--- config.mk ---
export PLATFORM = sky130hd
export DESIGN_NAME = host_transfer_irq_regs
export DESIGN_NICKNAME = d
export VERILOG_FILES = /design/src/host_xfer_pkg.sv /design/src/host_transfer_irq_regs.sv
export VERILOG_INCLUDE_DIRS = /design/src
export SDC_FILE = /design/constraint.sdc
export NUM_CORES = 1
export LEC_CHECK = 0
export ABC_AREA = 1
export ABC_CLOCK_PERIOD_IN_PS = 15330
export BUFFER_PORTS_ARGS = -buffer_cell sky130_fd_sc_hd__buf_2
export CAP_MARGIN = 15
export CORE_MARGIN = 3
export CORE_UTILIZATION = 45
export CTS_CLUSTER_SIZE = 12
export DETAILED_ROUTE_END_ITERATION = 10
export GPL_TIMING_DRIVEN = 0
export PLACE_DENSITY = 0.67
export SETUP_SLACK_MARGIN = 0.05
export SLEW_MARGIN = 20
export SYNTH_ARGS = -nofsm -noshare
export SYNTH_HDL_FRONTEND = slang
export SYNTH_HIERARCHICAL = 1
export SYNTH_SLANG_ARGS = --single-unit
--- constraint.sdc ---
create_clock -name clk -period 15.33 [get_ports clk]
set_input_delay 0.7665 -clock clk [delete_from_list [all_inputs] [get_ports clk]]
set_output_delay 0.7665 -clock clk [all_outputs]
set_load 0.02 [all_outputs]
--- src/host_xfer_defs.svh ---
// register offsets, field positions, reset values and sizes for the host transfer block
`ifndef HOST_XFER_DEFS_SVH
`define HOST_XFER_DEFS_SVH
`define OFS_PKT_PORT 8'h00
`define OFS_IRQ 8'h01
`define OFS_TWC_LO 8'h02
`define OFS_TWC_HI 8'h03
`define OFS_HEAD0 8'h04
`define OFS_HEAD3 8'h07
`define OFS_TAC_LO 8'h04
`define OFS_TAC_HI 8'h05
`define OFS_TRIGGER 8'h06
`define OFS_TRANSFER_END_ACKNOWLEDGE 8'h07
`define OFS_BIA_LO 8'h08
`define OFS_BIA_HI 8'h09
`define OFS_EIA_RD_LO 8'h08
`define OFS_EIA_RD_HI 8'h09
`define OFS_BAC_LO 8'h0A
`define OFS_BAC_HI 8'h0B
`define OFS_DECODER_CONTROL_ZERO 8'h0A
`define OFS_EIA_WR_LO 8'h0C
`define OFS_EIA_WR_HI 8'h0D
`define OFS_DIN_ACK 8'h0E
`define OFS_SEC_STAT 8'h0F
`define OFS_LSEC_STAT 8'h4B
`define OFS_TGT_STAT 8'h80
`define BIT_PFNE_EN 7
`define BIT_TEND_EN 6
`define BIT_SR_EN 5
`define BIT_TRANSFER_LOGIC_ENABLE 1
`define BIT_LINEAR 7
`define INTERRUPT_ENABLE_CONTROL_RST 8'h00
`define DECODER_CONTROL_ZERO_RST 8'h00
`define PKT_DEPTH 4'hC
`define PKT_EMPTY_VAL 8'hFF
`define BUF_STEP 16'h0002
`define BUF_SYNC_OFS 16'h000C
`define WORD_STEP 16'h0002
`endif

--- src/host_xfer_pkg.sv ---
// shared types of the host transfer block
`default_nettype none
package host_xfer_pkg;
  typedef enum logic [1:0] {
    FETCH_IDLE = 2'b00,
    FETCH_REQ = 2'b01,
    FETCH_WAIT = 2'b10
  } fetch_state_t;
  typedef enum logic [1:0] {
    END_NONE = 2'b00,
    END_DATA_IN = 2'b01,
    END_DATA_OUT = 2'b10,
    END_PACKET = 2'b11
  } end_cause_t;
  typedef struct packed {
    logic valid;
    logic sub;
    logic [1:0] idx;
    logic [7:0] data;
  } hdr_byte_t;
  typedef struct packed {
    logic soft_reset;
    logic absent_slave;
    logic diagnostics;
    logic cmd_written;
    logic srst_bit;
  } host_evt_t;
endpackage
`default_nettype wire

--- src/host_transfer_irq_regs.sv ---
// host transfer, interrupt reason and header/buffering registers with the data FIFO
`timescale 1ns/1ps
`default_nettype none
`include "host_xfer_defs.svh"

module data_fifo #(
  parameter int WIDTH = 32,
  parameter int DEPTH = 8
) (
  input wire logic clk,
  input wire logic sys_rst,
  input wire logic ce,
  input wire logic flush,
  input wire logic in_valid,
  output logic in_ready,
  input wire logic [WIDTH-1:0] in_data,
  output logic out_valid,
  input wire logic out_ready,
  output logic [WIDTH-1:0] out_data
);
  localparam int AW = $clog2(DEPTH);
  logic [WIDTH-1:0] mem_q [DEPTH];
  logic [AW-1:0] wr_q, rd_q;
  logic [AW:0] cnt_q;
  logic push, pop;
  assign in_ready = (cnt_q != (AW+1)'(DEPTH));
  assign out_valid = (cnt_q != '0);
  assign out_data = mem_q[rd_q];
  assign push = in_valid && in_ready;
  assign pop = out_valid && out_ready;
  // pointers and fill level; flush beats both sides
  always_ff @(posedge clk or posedge sys_rst) begin
    if (sys_rst) begin
      wr_q <= '0;
      rd_q <= '0;
      cnt_q <= '0;
    end else if (ce) begin
      if (flush) begin
        wr_q <= '0;
        rd_q <= '0;
        cnt_q <= '0;
      end else begin
        if (push) wr_q <= (wr_q == AW'(DEPTH - 1)) ? '0 : wr_q + 1'b1;
        if (pop) rd_q <= (rd_q == AW'(DEPTH - 1)) ? '0 : rd_q + 1'b1;
        if (push && !pop) cnt_q <= cnt_q + 1'b1;
        else if (pop && !push) cnt_q <= cnt_q - 1'b1;
      end
    end
  end
  // storage needs no reset
  always_ff @(posedge clk) begin
    if (ce && push && !flush) mem_q[wr_q] <= in_data;
  end
endmodule // data_fifo

module host_transfer_irq_regs
  import host_xfer_pkg::*;
#(
  parameter int BLOCK_BYTES = 2048,
  parameter int FIFO_DEPTH = 8
) (
  input wire logic clk,
  input wire logic sys_rst,
  input wire logic ce,
  input wire logic host_rst,
  input wire logic fw_rst,
  input wire logic decoder_rst,
  input wire logic [7:0] reg_addr,
  input wire logic reg_wr,
  input wire logic reg_rd,
  input wire logic [7:0] reg_wdata,
  output logic [7:0] reg_rdata,
  input wire logic host_pkt_wr,
  input wire logic [7:0] host_pkt_data,
  input wire logic host_rd,
  input wire logic host_wr,
  output logic [15:0] host_rdata,
  input wire logic host_cmd_a0,
  input wire logic drive_selected,
  input wire host_evt_t host_evt,
  input wire host_evt_t host_evt_en,
  input wire logic auto_packet_enable,
  input wire logic auto_transfer_trigger,
  input wire logic data_out_direction,
  input wire logic data_fifo_reset,
  input wire logic sector_ready_remap,
  input wire logic sector_ready_evt,
  input wire logic [6:0] target_search_status,
  input wire logic subcode_irq_enable,
  input wire logic [2:0] subcode_status_reg,
  input wire logic subcode_acknowledge,
  input wire logic subheader_switch,
  input wire logic q_channel_time_load,
  input wire hdr_byte_t hdr_in,
  input wire hdr_byte_t q_in,
  input wire logic [15:0] linear_ram_address_counter,
  input wire logic [15:0] transfer_block_number,
  input wire logic [15:0] decoder_block_number,
  input wire logic data_sync,
  input wire logic buffer_word,
  output logic ram_rd_req,
  output logic [31:0] ram_addr,
  input wire logic ram_rd_valid,
  input wire logic [15:0] ram_rdata,
  output logic ram_port_blocked,
  output logic [15:0] buf_wr_addr,
  output logic [15:0] buf_block,
  output logic [15:0] ecc_block,
  output logic [7:0] decoder_control_zero,
  output logic data_fifo_ready_n,
  output logic transfer_busy_flag_n,
  output logic transfer_end_flag_n,
  output logic packet_full_flag,
  output logic transfer_direction_flag,
  output logic micro_irq_pin_n
);
  localparam logic [15:0] BLK_MASK = 16'(BLOCK_BYTES - 1);

  function automatic logic hit(input logic [7:0] a, input logic [7:0] o);
    return a == o;
  endfunction

  logic any_rst, soft_rst;
  logic wr_trig, wr_transfer_end_acknowledge, wr_dinack, rd_irq, rd_pkt, rd_sec;
  logic [7:0] interrupt_enable_control_q;
  logic [11:0] twc_q;
  logic linear_q;
  logic [15:0] tac_q, bia_q, eia_q, bac_q, fetch_ofs_q;
  logic [12:0] fetch_left_q;
  logic pfne_q, tend_q, sr_q, hci_q, sci_q, busy_q, din_pend_q;
  logic [2:0] sub_prev_q;
  end_cause_t cause_q;
  fetch_state_t fst_q;
  logic [7:0] pkt_mem_q [12];
  logic [3:0] pkt_wr_q, pkt_rd_q;
  logic [31:0] head_q;
  logic [15:0] lo_half_q;
  logic half_in_q, half_out_q;
  logic fifo_in_valid, fifo_in_ready, fifo_out_valid, fifo_pop, fifo_flush;
  logic [31:0] fifo_out_data;
  logic data_in_end, data_out_end, pkt_full_evt, last_fetch, start_in, start_out;
  logic transfer_logic_enable;

  assign soft_rst = host_rst || fw_rst;
  assign any_rst = soft_rst || decoder_rst;
  // register strobes
  assign wr_trig = reg_wr && hit(reg_addr, `OFS_TRIGGER);
  assign wr_transfer_end_acknowledge = reg_wr && hit(reg_addr, `OFS_TRANSFER_END_ACKNOWLEDGE);
  assign wr_dinack = reg_wr && hit(reg_addr, `OFS_DIN_ACK);
  assign rd_irq = reg_rd && hit(reg_addr, `OFS_IRQ);
  assign rd_pkt = reg_rd && hit(reg_addr, `OFS_PKT_PORT);
  assign rd_sec = reg_rd && (hit(reg_addr, `OFS_SEC_STAT) || hit(reg_addr, `OFS_LSEC_STAT)
                  || hit(reg_addr, `OFS_TGT_STAT));
  assign transfer_logic_enable = interrupt_enable_control_q[`BIT_TRANSFER_LOGIC_ENABLE];
  // the auto trigger starts even while the enable bit it sets is still low
  assign start_in = (transfer_logic_enable || auto_transfer_trigger) && !soft_rst && !data_out_direction
                    && (wr_trig || auto_transfer_trigger);
  assign start_out = (transfer_logic_enable || auto_transfer_trigger) && !soft_rst && data_out_direction
                     && (wr_trig || auto_transfer_trigger);
  // host reads a word while a transfer runs; last word ends it
  assign fifo_pop = host_rd && busy_q && fifo_out_valid && (half_out_q || twc_q == 12'h000);
  assign data_in_end = host_rd && busy_q && !data_out_direction && twc_q == 12'h000;
  assign data_out_end = host_wr && busy_q && data_out_direction && twc_q == 12'h000;
  assign pkt_full_evt = host_pkt_wr && pkt_wr_q == `PKT_DEPTH - 4'h1;
  // fifo emptied on every documented cause; stale words never reach the host
  assign fifo_flush = any_rst || !transfer_logic_enable || data_out_direction || data_fifo_reset
                      || data_in_end;
  assign last_fetch = fetch_left_q == 13'h0001;

  // control register with transfer enable; hardware set beats any write, even one clearing the enable bit
  always_ff @(posedge clk or posedge sys_rst) begin
    if (sys_rst) begin
      interrupt_enable_control_q <= `INTERRUPT_ENABLE_CONTROL_RST;
    end else if (ce) begin
      if (soft_rst) interrupt_enable_control_q <= `INTERRUPT_ENABLE_CONTROL_RST;
      else begin
        if (reg_wr && hit(reg_addr, `OFS_IRQ)) interrupt_enable_control_q <= reg_wdata;
        if (decoder_rst) interrupt_enable_control_q[`BIT_SR_EN] <= 1'b0;
        if (auto_transfer_trigger || (host_cmd_a0 && auto_packet_enable && drive_selected))
          interrupt_enable_control_q[`BIT_TRANSFER_LOGIC_ENABLE] <= 1'b1;
      end
    end
  end

  // word counter, linear select and offset counter
  always_ff @(posedge clk or posedge sys_rst) begin
    if (sys_rst) begin
      twc_q <= '0;
      linear_q <= 1'b0;
      tac_q <= '0;
    end else if (ce) begin
      if (soft_rst) begin
        twc_q <= '0;
        linear_q <= 1'b0;
        tac_q <= '0;
      end else if ((host_rd || host_wr) && busy_q && twc_q != 12'h000) begin
        twc_q <= twc_q - 12'h001;
        tac_q <= tac_q + `WORD_STEP;
      end else begin
        if (reg_wr && hit(reg_addr, `OFS_TWC_LO)) twc_q[7:0] <= reg_wdata;
        if (reg_wr && hit(reg_addr, `OFS_TWC_HI)) begin
          twc_q[11:8] <= reg_wdata[3:0];
          linear_q <= reg_wdata[`BIT_LINEAR];
        end
        if (reg_wr && hit(reg_addr, `OFS_TAC_LO)) tac_q[7:0] <= reg_wdata;
        if (reg_wr && hit(reg_addr, `OFS_TAC_HI)) tac_q[15:8] <= reg_wdata;
      end
    end
  end

  // busy flag and end cause; a transfer end sets flags even in the ack cycle
  always_ff @(posedge clk or posedge sys_rst) begin
    if (sys_rst) begin
      busy_q <= 1'b0;
      tend_q <= 1'b0;
      din_pend_q <= 1'b0;
      cause_q <= END_NONE;
    end else if (ce) begin
      if (soft_rst) begin
        busy_q <= 1'b0;
        tend_q <= 1'b0;
        din_pend_q <= 1'b0;
        cause_q <= END_NONE;
      end else begin
        if (!transfer_logic_enable && !auto_transfer_trigger) busy_q <= 1'b0;
        else if (start_in || start_out) busy_q <= 1'b1;
        else if (data_in_end || data_out_end) busy_q <= 1'b0;
        if (data_in_end || data_out_end || pkt_full_evt) tend_q <= 1'b1;
        else if (wr_transfer_end_acknowledge && !din_pend_q) tend_q <= 1'b0;
        if (data_in_end) begin
          cause_q <= END_DATA_IN;
          din_pend_q <= 1'b1;
        end else begin
          if (data_out_end) cause_q <= END_DATA_OUT;
          if (pkt_full_evt) cause_q <= END_PACKET;
          if (wr_dinack) din_pend_q <= 1'b0;
        end
      end
    end
  end

  // RAM fetch engine: packs two words into one FIFO entry
  always_ff @(posedge clk or posedge sys_rst) begin
    if (sys_rst) begin
      fst_q <= FETCH_IDLE;
      fetch_left_q <= '0;
      fetch_ofs_q <= '0;
      half_in_q <= 1'b0;
      lo_half_q <= '0;
      ram_rd_req <= 1'b0;
      ram_addr <= '0;
    end else if (ce) begin
      ram_rd_req <= 1'b0;
      if (fifo_flush && !start_in) begin
        fst_q <= FETCH_IDLE;
        fetch_left_q <= '0;
        half_in_q <= 1'b0;
      end else if (start_in) begin
        fst_q <= FETCH_REQ;
        fetch_left_q <= {1'b0, twc_q} + 13'h0001;
        fetch_ofs_q <= linear_q ? linear_ram_address_counter : tac_q;
        half_in_q <= 1'b0;
      end else begin
        case (fst_q)
          FETCH_REQ: begin
            if (fifo_in_ready) begin
              ram_rd_req <= 1'b1;
              if (linear_q) ram_addr <= {16'h0000, fetch_ofs_q};
              else ram_addr <= transfer_block_number * 32'(BLOCK_BYTES)
                               + {16'h0000, fetch_ofs_q & BLK_MASK};
              fst_q <= FETCH_WAIT;
            end
          end
          FETCH_WAIT: begin
            if (ram_rd_valid) begin
              lo_half_q <= ram_rdata;
              half_in_q <= !half_in_q && !last_fetch;
              fetch_left_q <= fetch_left_q - 13'h0001;
              fetch_ofs_q <= fetch_ofs_q + `WORD_STEP;
              fst_q <= last_fetch ? FETCH_IDLE : FETCH_REQ;
            end
          end
          FETCH_IDLE: fst_q <= FETCH_IDLE;
          default: fst_q <= FETCH_IDLE;
        endcase
      end
    end
  end

  // entry is pushed on the high word or on an odd last word
  assign fifo_in_valid = ce && fst_q == FETCH_WAIT && ram_rd_valid && (half_in_q || last_fetch)
                         && !fifo_flush;

  data_fifo #(.WIDTH(32), .DEPTH(FIFO_DEPTH)) i_data_fifo (
    .clk(clk),
    .sys_rst(sys_rst),
    .ce(ce),
    .flush(fifo_flush),
    .in_valid(fifo_in_valid),
    .in_ready(fifo_in_ready),
    .in_data(half_in_q ? {ram_rdata, lo_half_q} : {16'h0000, ram_rdata}),
    .out_valid(fifo_out_valid),
    .out_ready(fifo_pop && ce),
    .out_data(fifo_out_data)
  );

  // host side of the data FIFO; one cycle of lag on ready
  always_ff @(posedge clk or posedge sys_rst) begin
    if (sys_rst) begin
      host_rdata <= '0;
      half_out_q <= 1'b0;
      data_fifo_ready_n <= 1'b1;
    end else if (ce) begin
      data_fifo_ready_n <= !fifo_out_valid || fifo_flush;
      // the last word is still handed over in the cycle whose end flushes the fifo
      if (host_rd && busy_q && fifo_out_valid)
        host_rdata <= half_out_q ? fifo_out_data[31:16] : fifo_out_data[15:0];
      if (fifo_flush || start_in) half_out_q <= 1'b0;
      else if (host_rd && busy_q && fifo_out_valid) half_out_q <= !half_out_q;
    end
  end

  // packet FIFO from the host data port
  always_ff @(posedge clk or posedge sys_rst) begin
    if (sys_rst) begin
      pkt_wr_q <= '0;
      pkt_rd_q <= '0;
      pfne_q <= 1'b0;
    end else if (ce) begin
      if (soft_rst) begin
        pkt_wr_q <= '0;
        pkt_rd_q <= '0;
        pfne_q <= 1'b0;
      end else begin
        if (host_pkt_wr && pkt_wr_q != `PKT_DEPTH) begin
          pkt_mem_q[pkt_wr_q] <= host_pkt_data;
          pkt_wr_q <= pkt_wr_q + 4'h1;
        end
        if (rd_pkt && pkt_rd_q != pkt_wr_q) pkt_rd_q <= pkt_rd_q + 4'h1;
        if (host_pkt_wr) pfne_q <= 1'b1;
        else if (rd_pkt && pkt_rd_q + 4'h1 == pkt_wr_q) pfne_q <= 1'b0;
        if (!host_pkt_wr && rd_pkt && pkt_rd_q + 4'h1 == pkt_wr_q) begin
          pkt_wr_q <= '0; // drained: rearm for the next packet
          pkt_rd_q <= '0;
        end
      end
    end
  end

  // sector-ready, host command and subcode flags; set beats clear
  always_ff @(posedge clk or posedge sys_rst) begin
    if (sys_rst) begin
      sr_q <= 1'b0;
      hci_q <= 1'b0;
      sci_q <= 1'b0;
      sub_prev_q <= '0;
    end else if (ce) begin
      sub_prev_q <= subcode_status_reg;
      if (sector_ready_remap ? |target_search_status : sector_ready_evt) sr_q <= 1'b1;
      else if (rd_sec) sr_q <= 1'b0;
      if (|(host_evt & host_evt_en)) hci_q <= 1'b1;
      else if (rd_irq) hci_q <= 1'b0;
      if (subcode_irq_enable && |(subcode_status_reg & ~sub_prev_q)) sci_q <= 1'b1;
      else if (subcode_acknowledge) sci_q <= 1'b0;
    end
  end

  // header capture: Q time wins; otherwise header or subheader bytes as subheader_switch selects
  always_ff @(posedge clk or posedge sys_rst) begin
    if (sys_rst) head_q <= '0;
    else if (ce) begin
      if (q_channel_time_load) begin
        if (q_in.valid && q_in.idx != 2'd3) head_q[8*q_in.idx +: 8] <= q_in.data;
      end else if (hdr_in.valid && hdr_in.sub == subheader_switch)
        head_q[8*hdr_in.idx +: 8] <= hdr_in.data;
    end
  end

  // buffering and correction addresses
  always_ff @(posedge clk or posedge sys_rst) begin
    if (sys_rst) begin
      bia_q <= '0;
      eia_q <= '0;
      bac_q <= '0;
      buf_wr_addr <= '0;
      buf_block <= '0;
      ecc_block <= '0;
    end else if (ce) begin
      if (reg_wr && hit(reg_addr, `OFS_BIA_LO)) bia_q[7:0] <= reg_wdata;
      if (reg_wr && hit(reg_addr, `OFS_BIA_HI)) bia_q[15:8] <= reg_wdata;
      if (data_sync) begin
        eia_q <= bia_q;
        bac_q <= bia_q;
      end else begin
        if (reg_wr && hit(reg_addr, `OFS_EIA_WR_LO)) eia_q[7:0] <= reg_wdata;
        if (reg_wr && hit(reg_addr, `OFS_EIA_WR_HI)) eia_q[15:8] <= reg_wdata;
        if (buffer_word) bac_q <= bac_q + `BUF_STEP;
      end
      buf_wr_addr <= bac_q - `BUF_SYNC_OFS;
      buf_block <= decoder_block_number + 16'h0001;
      ecc_block <= decoder_block_number;
    end
  end

  // control zero and plain status outputs
  always_ff @(posedge clk or posedge sys_rst) begin
    if (sys_rst) begin
      decoder_control_zero <= `DECODER_CONTROL_ZERO_RST;
      ram_port_blocked <= 1'b0;
      transfer_busy_flag_n <= 1'b1;
      transfer_end_flag_n <= 1'b1;
      packet_full_flag <= 1'b0;
      transfer_direction_flag <= 1'b0;
      micro_irq_pin_n <= 1'b1;
    end else if (ce) begin
      if (any_rst) decoder_control_zero <= `DECODER_CONTROL_ZERO_RST;
      else if (reg_wr && hit(reg_addr, `OFS_DECODER_CONTROL_ZERO)) decoder_control_zero <= reg_wdata;
      ram_port_blocked <= linear_q;
      transfer_busy_flag_n <= !busy_q;
      transfer_end_flag_n <= !tend_q;
      packet_full_flag <= pkt_wr_q == `PKT_DEPTH;
      transfer_direction_flag <= cause_q != END_PACKET;
      micro_irq_pin_n <= !((pfne_q && interrupt_enable_control_q[`BIT_PFNE_EN]) || (tend_q && interrupt_enable_control_q[`BIT_TEND_EN])
                           || (sr_q && interrupt_enable_control_q[`BIT_SR_EN]));
    end
  end

  // read data path
  always_ff @(posedge clk or posedge sys_rst) begin
    if (sys_rst) reg_rdata <= '0;
    else if (ce && reg_rd) begin
      case (reg_addr)
        `OFS_PKT_PORT: reg_rdata <= (pkt_rd_q != pkt_wr_q) ? pkt_mem_q[pkt_rd_q] : `PKT_EMPTY_VAL;
        `OFS_IRQ: reg_rdata <= {!pfne_q, !tend_q, !sr_q, !hci_q, !busy_q, 1'b1,
                                data_fifo_ready_n, !sci_q};
        `OFS_TWC_LO: reg_rdata <= twc_q[7:0];
        `OFS_TWC_HI: reg_rdata <= {linear_q, 3'b000, twc_q[11:8]};
        8'h04, 8'h05, 8'h06, `OFS_HEAD3: reg_rdata <= head_q[8*reg_addr[1:0] +: 8];
        `OFS_EIA_RD_LO: reg_rdata <= eia_q[7:0];
        `OFS_EIA_RD_HI: reg_rdata <= eia_q[15:8];
        `OFS_BAC_LO: reg_rdata <= bac_q[7:0];
        `OFS_BAC_HI: reg_rdata <= bac_q[15:8];
        default: reg_rdata <= 8'h00;
      endcase
    end
  end
endmodule // host_transfer_irq_regs
`default_nettype wire

==> results of run 1 <==
-- worst max path at each step --
stage / startpoint / end / cells after the start
final: twc_q[0] / i_data_fifo/mem_q[1][24] / 14
after global routing: twc_q[0] / i_data_fifo/mem_q[1][18] / 14
after CTS: twc_q[0] / i_data_fifo/mem_q[1][16] / 14
after detailed placement: fw_rst / i_data_fifo/mem_q[1][16] / 13
after global placement: sys_rst / head_q[14] / 2
after floorplan: sys_rst / bac_q[0] / 1
-- flip-flops by register name (all words and copies together), names as in the netlist, 27 cells and up --
signal / count
pkt_mem_q: 96
ram_addr: 27
i_data_fifo/mem_q: 256
head_q: 32
-- cells in the mapped netlist (all sizes together) (3+ instances only) --
| cell type | number |
|---|---|
| nand2 | 875 |
| o21ai | 434 |
| nor2 | 416 |
| edfxtp | 352 |
| dfrtp | 303 |
| inv | 282 |
| nand3 | 245 |
| o22ai | 94 |
| clkbuf | 87 |
| buf | 85 |
| a21oi | 65 |
| a31oi | 48 |
| nand4 | 41 |
| xor2 | 33 |
| ha | 29 |
| nor3 | 28 |
| or2 | 14 |
| xnor2 | 12 |
| o211ai | 9 |
| o31ai | 8 |
| clkinv | 7 |
| nand3b | 5 |
| nor4 | 5 |
| dfstp | 4 |
| mux2i | 4 |
| o32ai | 4 |
| a22oi | 3 |
-- cell families after synthesis --
| logic type | synth area share |
|---|---|
| buf+inv | 0.0622 |
| xor+xnor | 0.0125 |
| fa+ha+maj | 0.0121 |
| other cells | 0.000118 |
| mux | 0.00162 |
| flops | 0.577 |
| simple gates | 0.219 |
| compound gates | 0.116 |
-- routing by layer --
metal | part of all wire | vias up | global-route usage
li1 | - | 12500 | -
met1 | 0.41 | 12700 | 0.355
met2 | 0.47 | 1222 | 0.434
met3 | 0.082 | 214 | 0.0442
met4 | 0.034 | 4 | 0.0902
met5 | 0.00016 | - | 0
-- worst register-to-register path, delay by kind of cell (launching register included) --
kind | cells | cell delay [ns]
and+or+nand+nor | 10 | 2.04
adders and majority gates | 1 | 0.29
DFF | 1 | 0.53
buffers and inverters | 3 | 0.57
-- cell type report --
| class | count | area share |
|---|---|---|
| Tap cell | 931 | 0.0316 |
| Timing Repair Buffer | 282 | 0.0456 |
| Multi-Input combinational cell | 2388 | 0.312 |
| Clock buffer | 113 | 0.0570 |
| Buffer | 172 | 0.0238 |
| Sequential cell | 659 | 0.495 |
| Antenna cell | 3 | 0.000204 |
| Inverter | 289 | 0.0298 |
| Clock inverter | 17 | 0.00462 |
-- per-stage QoR --
stage | area, sq um | cells | hold WS (ns) | power [uW] | worst slack [ns]
floorplan | 31700 | 3508 | 0.427 | 2300 | 6.37
global placement | 34200 | 4708 | 0.437 | 2470 | 2.38
detailed placement | 34600 | 4721 | 0.441 | 2470 | 11.23
CTS | 36800 | 4851 | 0.199 | 4170 | 11.61
global route | 36900 | 4853 | 0.233 | 4290 | 11.41
finish | 36900 | 4854 | 0.206 | 4150 | 11.59
-- power breakdown --
part           switching (uW)  internal [uW]  total [uW]
clock                     706            993        1700
combinational             320            142         461
sequential               55.4           1930        1990
-- cells in the final DEF (no fill, tap or decap), types with 5 or more instances in the layout --
master and n:
buf_6 9, ha_1 29, clkinv_2 7, o211ai_1 9, nand2_4 10, nor2_1 394, inv_1 267, nand3_1 242
o21ai_1 98, a31oi_1 48, edfxtp_1 352, clkbuf_16 76, dfrtp_1 303, clkinv_1 10, buf_1 14, conb_1 5
nand2_1 845, o21ai_0 333, a21oi_1 62, inv_2 11, o22ai_1 94, clkbuf_8 6, nand2_2 19, xor2_1 33
o31ai_1 8, or2_2 10, buf_2 305, nor2_2 8, xnor2_1 12, clkbuf_1 117, nor3_1 24, buf_4 24
nor2_4 13, buf_16 10, nand4_1 41
==> flow_summary.yaml, run 1 <==
status:
  outcome: "completed"
detailed_routing:
  drt-initial-drc-count: 2497
  dr.pass1.iters: 6
  ant_nets: 0
  drc_errors: 0
  vias_per_cell: 5.49
  wl_um: 98500
  num_vias: 26600
  wl_per_cell_um: 20.3
clock_network:
  clk_pin_slew_ns: 0.06
  cts_sinks: 659
  cts_post_setup_buffers_inserted: 0
  numCtsBuffers: 73
  root_buffer: "clkbuf_16"
  tritoncts: "yes"
  insertion_delay_ns: 0.62
  cts.repair.resized: 0
  htree_levels: 3
  cts_hold_buffers: 0
  max-clock-path-buffers: 3
power:
  vdd_drop_max_mv: 0.0799
  leakage_uw: 0.0161
  p_per_area_nw_per_um2: 113
setup_path:
  cp_common_cell: "nor2_4"
  path_max_fanout: 17
  worstPathCellList: "inv_1, ha_1, nand2_2, nor2_4, nand3_4, nand2_4, inv_4, nand3_2, nor2_1, nand2_4, nor2_4, nand2_1, nor2_4, buf_16"
  r2r_slack_ns: 11.59
  cp-start-kind: "flop"
  end_kind: "flop"
  cp_top_family: "simple AND/OR/NAND/NOR gates"
  reg2reg_to: "i_data_fifo/mem_q[1][24]"
  crit_arrival_ns: 4.05
  critical_path.max_stage_delay_ns: 0.64
  cp_num_buf_inv: 3
  reg2reg_depth: 14
  cp_slowest_cell: "nor2_4"
  r2r-start: "twc_q[0]"
  path_class: "reg2reg"
  required_ns: 15.64
synthesis:
  ys_seq_elements: 659
  syn_inst: 3504
  yosysSeqAreaShare: 0.577
  avgSynthCellArea_sq_um: 9.03
  synth-edff-count: 352
  yosys.area.top_type: "edfxtp_1"
  synth_top_area_share: 0.334
  yosys_warnings: 6
  synth.distinct_cells: 65
  ys_top_cells_by_area: "edfxtp_1, dfrtp_1, nand2_1"
  syn-cell-area_sq_um: 31700
  ys.flop_type: "edfxtp_1"
  async_reset_ff_frac: 0.466
timing:
  rsz0062_at_grt: "no"
  period_minus_slack_ns: 3.74
  hold_violations: 0
  finalSetupViolations: 0
  clock_skew_ns: 0.0171
  period_share: 0.244
  fmax_ghz: 0.268
  slew-limit-headroom: 0.243
  maxSlewViolCount: 0
  timing.setup.tns_ns: 0
  worstMarginPinSlew_ns: 1.12
global_route:
  antenna_found_initial: 6
  grt-ovfl-total: 0
  grtUsageTotal: 0.264
  grt_pass1_wl_um: 150000
  grt_max_degree: 64
  grt_pass1_vias: 25700
min_path:
  hold_path_class: "in2async"
floorplanning:
  fp.dieArea_sq_um: 73600
  start_util: 0.458
  fp-row-count: 96
  fp.dieH_um: 271
  fp.dieW_um: 271
  core_area_sq_um: 69200
  io_pins: 278
final_layout:
  regArea_sq_um: 18300
  multi_input_area_sq_um: 11500
  finish.utilization: 0.533
  area_growth_pct: 16.4
  nNetsFinal: 4053
  fillerInstances: 6369
  drive_above_1_share: 0.140
place:
  port_buffers: 269
  dp_hpwl_um: 71500
  gp_congestion: 0.972
run:
  drv_cap: 0
(Power assumes the default switching activity.)
==> inputs of run 2 (changes only) <==
--- a/config.mk
+++ b/config.mk
@@ -6,8 +6,8 @@
 export SDC_FILE = /design/constraint.sdc
 export NUM_CORES = 1
 export LEC_CHECK = 0
-export ABC_AREA = 1
-export ABC_CLOCK_PERIOD_IN_PS = 15330
+export ABC_AREA = 0
+export ABC_CLOCK_PERIOD_IN_PS = 3000
 export BUFFER_PORTS_ARGS = -buffer_cell sky130_fd_sc_hd__buf_2
 export CAP_MARGIN = 15
 export CORE_MARGIN = 3
@@ -15,7 +15,7 @@
 export CTS_CLUSTER_SIZE = 12
 export DETAILED_ROUTE_END_ITERATION = 10
 export GPL_TIMING_DRIVEN = 0
-export PLACE_DENSITY = 0.67
+export PLACE_DENSITY = 0.7
 export SETUP_SLACK_MARGIN = 0.05
 export SLEW_MARGIN = 20
 export SYNTH_ARGS = -nofsm -noshare
==> constraint.sdc (replaced) <==
create_clock -name clk -period 3 [get_ports clk]
set_input_delay 0.15 -clock clk [delete_from_list [all_inputs] [get_ports clk]]
set_output_delay 0.15 -clock clk [all_outputs]
set_load 0.02 [all_outputs]
==> run 2 against run 1 <==
Effect of this change:
- the flow now finishes with violations (negative setup slack)
- power increased to 5.0 times the previous value
- hold slack got worse by 0.20 ns
- maximum frequency is 18% higher
- clock-buffer cell count is 2 lower
- critical endpoint is now i_data_fifo/cnt_q[3]
- largest cell class unchanged
==> flow_summary.yaml, run 2 <==
synthesis:
  syn-cell-area_sq_um: 30800
  ys_top_cells_by_area: "edfxtp_1, dfrtp_1, mux4_2"
  yosys_warnings: 6
  synth_top_area_share: 0.343
  synth-edff-count: 352
  ys_seq_elements: 659
  yosysSeqAreaShare: 0.593
  synth.distinct_cells: 96
  ys.flop_type: "edfxtp_1"
  syn_inst: 2375
  synthTopCellsByCount: "edfxtp_1, dfrtp_1, nand2_1, o21ai_0, mux2_2"
  synthMostInstantiatedCell: "edfxtp_1"
  avgSynthCellArea_sq_um: 13.0
  yosys.area.top_type: "edfxtp_1"
  async_reset_ff_frac: 0.466
floorplanning:
  io_pins: 278
  fp-row-count: 95
  fp.dieH_um: 268
  core_area_sq_um: 67500
  fp.dieArea_sq_um: 71600
  start_util: 0.456
  fp.dieW_um: 268
detailed_routing:
  wl_um: 98800
  drc_errors: 0
  drt-initial-drc-count: 2581
  ant_nets: 0
  vias_per_cell: 6.13
  wl_per_cell_um: 25.5
  dr.pass1.iters: 6
  num_vias: 23800
setup_path:
  cp-start-kind: "flop"
  cp_slowest_cell: "dfrtp_2"
  required_ns: 3.55
  critical_path.max_stage_delay_ns: 0.49
  path_class: "reg2reg"
  cp_top_family: "simple AND/OR/NAND/NOR gates"
  end_kind: "flop"
  cp_num_buf_inv: 1
  path_max_fanout: 7
  worstPathCellList: "or3_1, or2_4, nand4_1, buf_8, nor2_2, o31ai_1, nand3_2, ha_4, a21o_1, a21oi_2, xor2_1, or4_1, nand3_1"
  crit_arrival_ns: 3.72
final_layout:
  area_growth_pct: 26.0
  final_cell_mix: "edfxtp_1, dfrtp_1, buf_2"
  finish.utilization: 0.575
  reg_top3: "i_data_fifo/mem_q: 256 flops, pkt_mem_q: 96 flops, head_q: 32 flops"
  drive_above_1_share: 0.280
  final_common_cell: "edfxtp_1"
  fillerInstances: 5336
  regMostFlops: "i_data_fifo/mem_q"
  nNetsFinal: 3123
  largest_reg_flops: 256
clock_network:
  insertion_delay_ns: 0.66
  clk_pin_slew_ns: 0.06
  htree_levels: 3
  root_buffer: "clkbuf_16"
  max-clock-path-buffers: 3
  cts_sinks: 659
  numCtsBuffers: 75
  tritoncts: "yes"
timing:
  maxSlewViolCount: 0
  worstMarginPinSlew_ns: 1.12
  finalSetupViolations: 17
  period_minus_slack_ns: 3.18
  rsz0062_at_grt: "yes"
  layout_setup_ws_ns: -0.176
  slew-limit-headroom: 0.245
  clock_skew_ns: 0.0576
  fmax_ghz: 0.315
  hold_violations: 0
  period_share: 1.06
power:
  total_power_uw: 20900
  leakage_uw: 0.0146
  vdd_drop_max_mv: 0.762
  p_per_area_nw_per_um2: 538
min_path:
  hold_path_class: "in2reg"
global_route:
  grt_max_degree: 36
  grt_pass1_vias: 23900
  antenna_found_initial: 15
  grtUsageTotal: 0.271
  grt-ovfl-total: 0
  grt_pass1_wl_um: 148000
place:
  dp_hpwl_um: 66700
  port_buffers: 266
  gp_congestion: 0.942
status:
  violations: "negative setup slack"
  outcome: "finished with violations"
run:
  drv_cap: 0
## run 2: cell count changes in the layout (fill, tap and decap cells not counted), sizes merged, moves of 49 or more
cell,before,now
buf,367,416
dlygate4sd3,0,115
inv,285,45
mux2,1,133
mux2i,4,59
mux4,0,99
nand2,875,207
nand3,245,62
nor2,416,104
o21ai,434,175
o22ai,94,18
## run 2: metrics by stage
stage               std cells  hold WS, ns  area [sq um]   TNS, ns  setup slack, ns
finish                   3878      0.00533         38800    -0.234           -0.176
global route             3872       0.0276         38800     -1.66           -0.243
CTS                      3862       -0.111         38600     -5.62           -0.147
detailed placement       3555        0.164         34000   -227.40           -0.988
global placement         3518        0.192         33400  -1903.51            -5.34
floorplan                2379     -0.00982         31000   -639.71            -2.57
## run 2: timing repair
item	4_1_cts	5_1_grt
pin swaps	16	10
endpoints found under the hold margin	438	3
hold buffers	114	1
setup endpoints to repair	279	298
cloned	4	5
resized for setup	82	46
buffers inserted	58	7
## run 2: power breakdown
| group | internal [uW] | switching [uW] | total [uW] |
|---|---|---|---|
| registers | 9750 | 216 | 9970 |
| clock network | 5080 | 3930 | 9020 |
| logic | 735 | 1160 | 1890 |
## run 2: worst paths after layout
kind,from,end,slack [ns],depth (start not counted)
min reg2reg,cause_q[0],transfer_direction_flag,0.45,1
max,i_data_fifo/cnt_q[1],i_data_fifo/cnt_q[3],-0.18,13
max in group asynchronous,sys_rst,bac_q[11],1.66,8
min in group asynchronous,sys_rst,lo_half_q[1],0.04,3
max reg2reg,i_data_fifo/cnt_q[1],i_data_fifo/cnt_q[3],-0.18,13
min,sector_ready_evt,sr_q,0.005,4
## run 2: kinds of logic (layout without fill, tap and decap cells)
family / count (synthesis) / after routing / synth area share
adder cells (fa/ha/maj): 30 / 30 / 0.0124
flip-flops: 659 / 659 / 0.593
other: 1 / 15 / 0.000122
multiplexers: 291 / 291 / 0.140
AND/OR/NAND/NOR: 627 / 627 / 0.103
buffers and inverters: 199 / 815 / 0.0272
AO/OA/AOI/OAI: 524 / 524 / 0.112
XOR/XNOR: 44 / 44 / 0.0130
## run 2: layout make-up
class / count / area, sq um / area share
Buffer: 151 / 723 / 0.0186
Clock inverter: 26 / 334 / 0.00861
Antenna cell: 10 / 25.0 / 0.000645
Timing Repair Buffer: 484 / 4000 / 0.103
Multi-Input combinational cell: 1521 / 12100 / 0.312
Tap cell: 873 / 1090 / 0.0281
Sequential cell: 659 / 18300 / 0.471
Clock buffer: 111 / 2080 / 0.0536
Inverter: 43 / 168 / 0.00432
## run 2: worst register-to-register path, stage by stage, from the launching register on
cell and delay (ns):
dfrtp_2 0.49, or3_1 0.45, or2_4 0.29, nand4_1 0.21
buf_8 0.14, nor2_2 0.04, o31ai_1 0.08, nand3_2 0.20
ha_4 0.26, a21o_1 0.16, a21oi_2 0.13, xor2_1 0.10
or4_1 0.41, nand3_1 0.08
## run 2: per-layer routing
| metal | part of all wire | vias up | GRT usage |
|---|---|---|---|
| li1 | - | 10200 | - |
| met1 | 0.40 | 12000 | 0.364 |
| met2 | 0.48 | 1214 | 0.446 |
| met3 | 0.083 | 248 | 0.0545 |
| met4 | 0.031 | 16 | 0.0874 |
| met5 | 0.0011 | - | 0 |
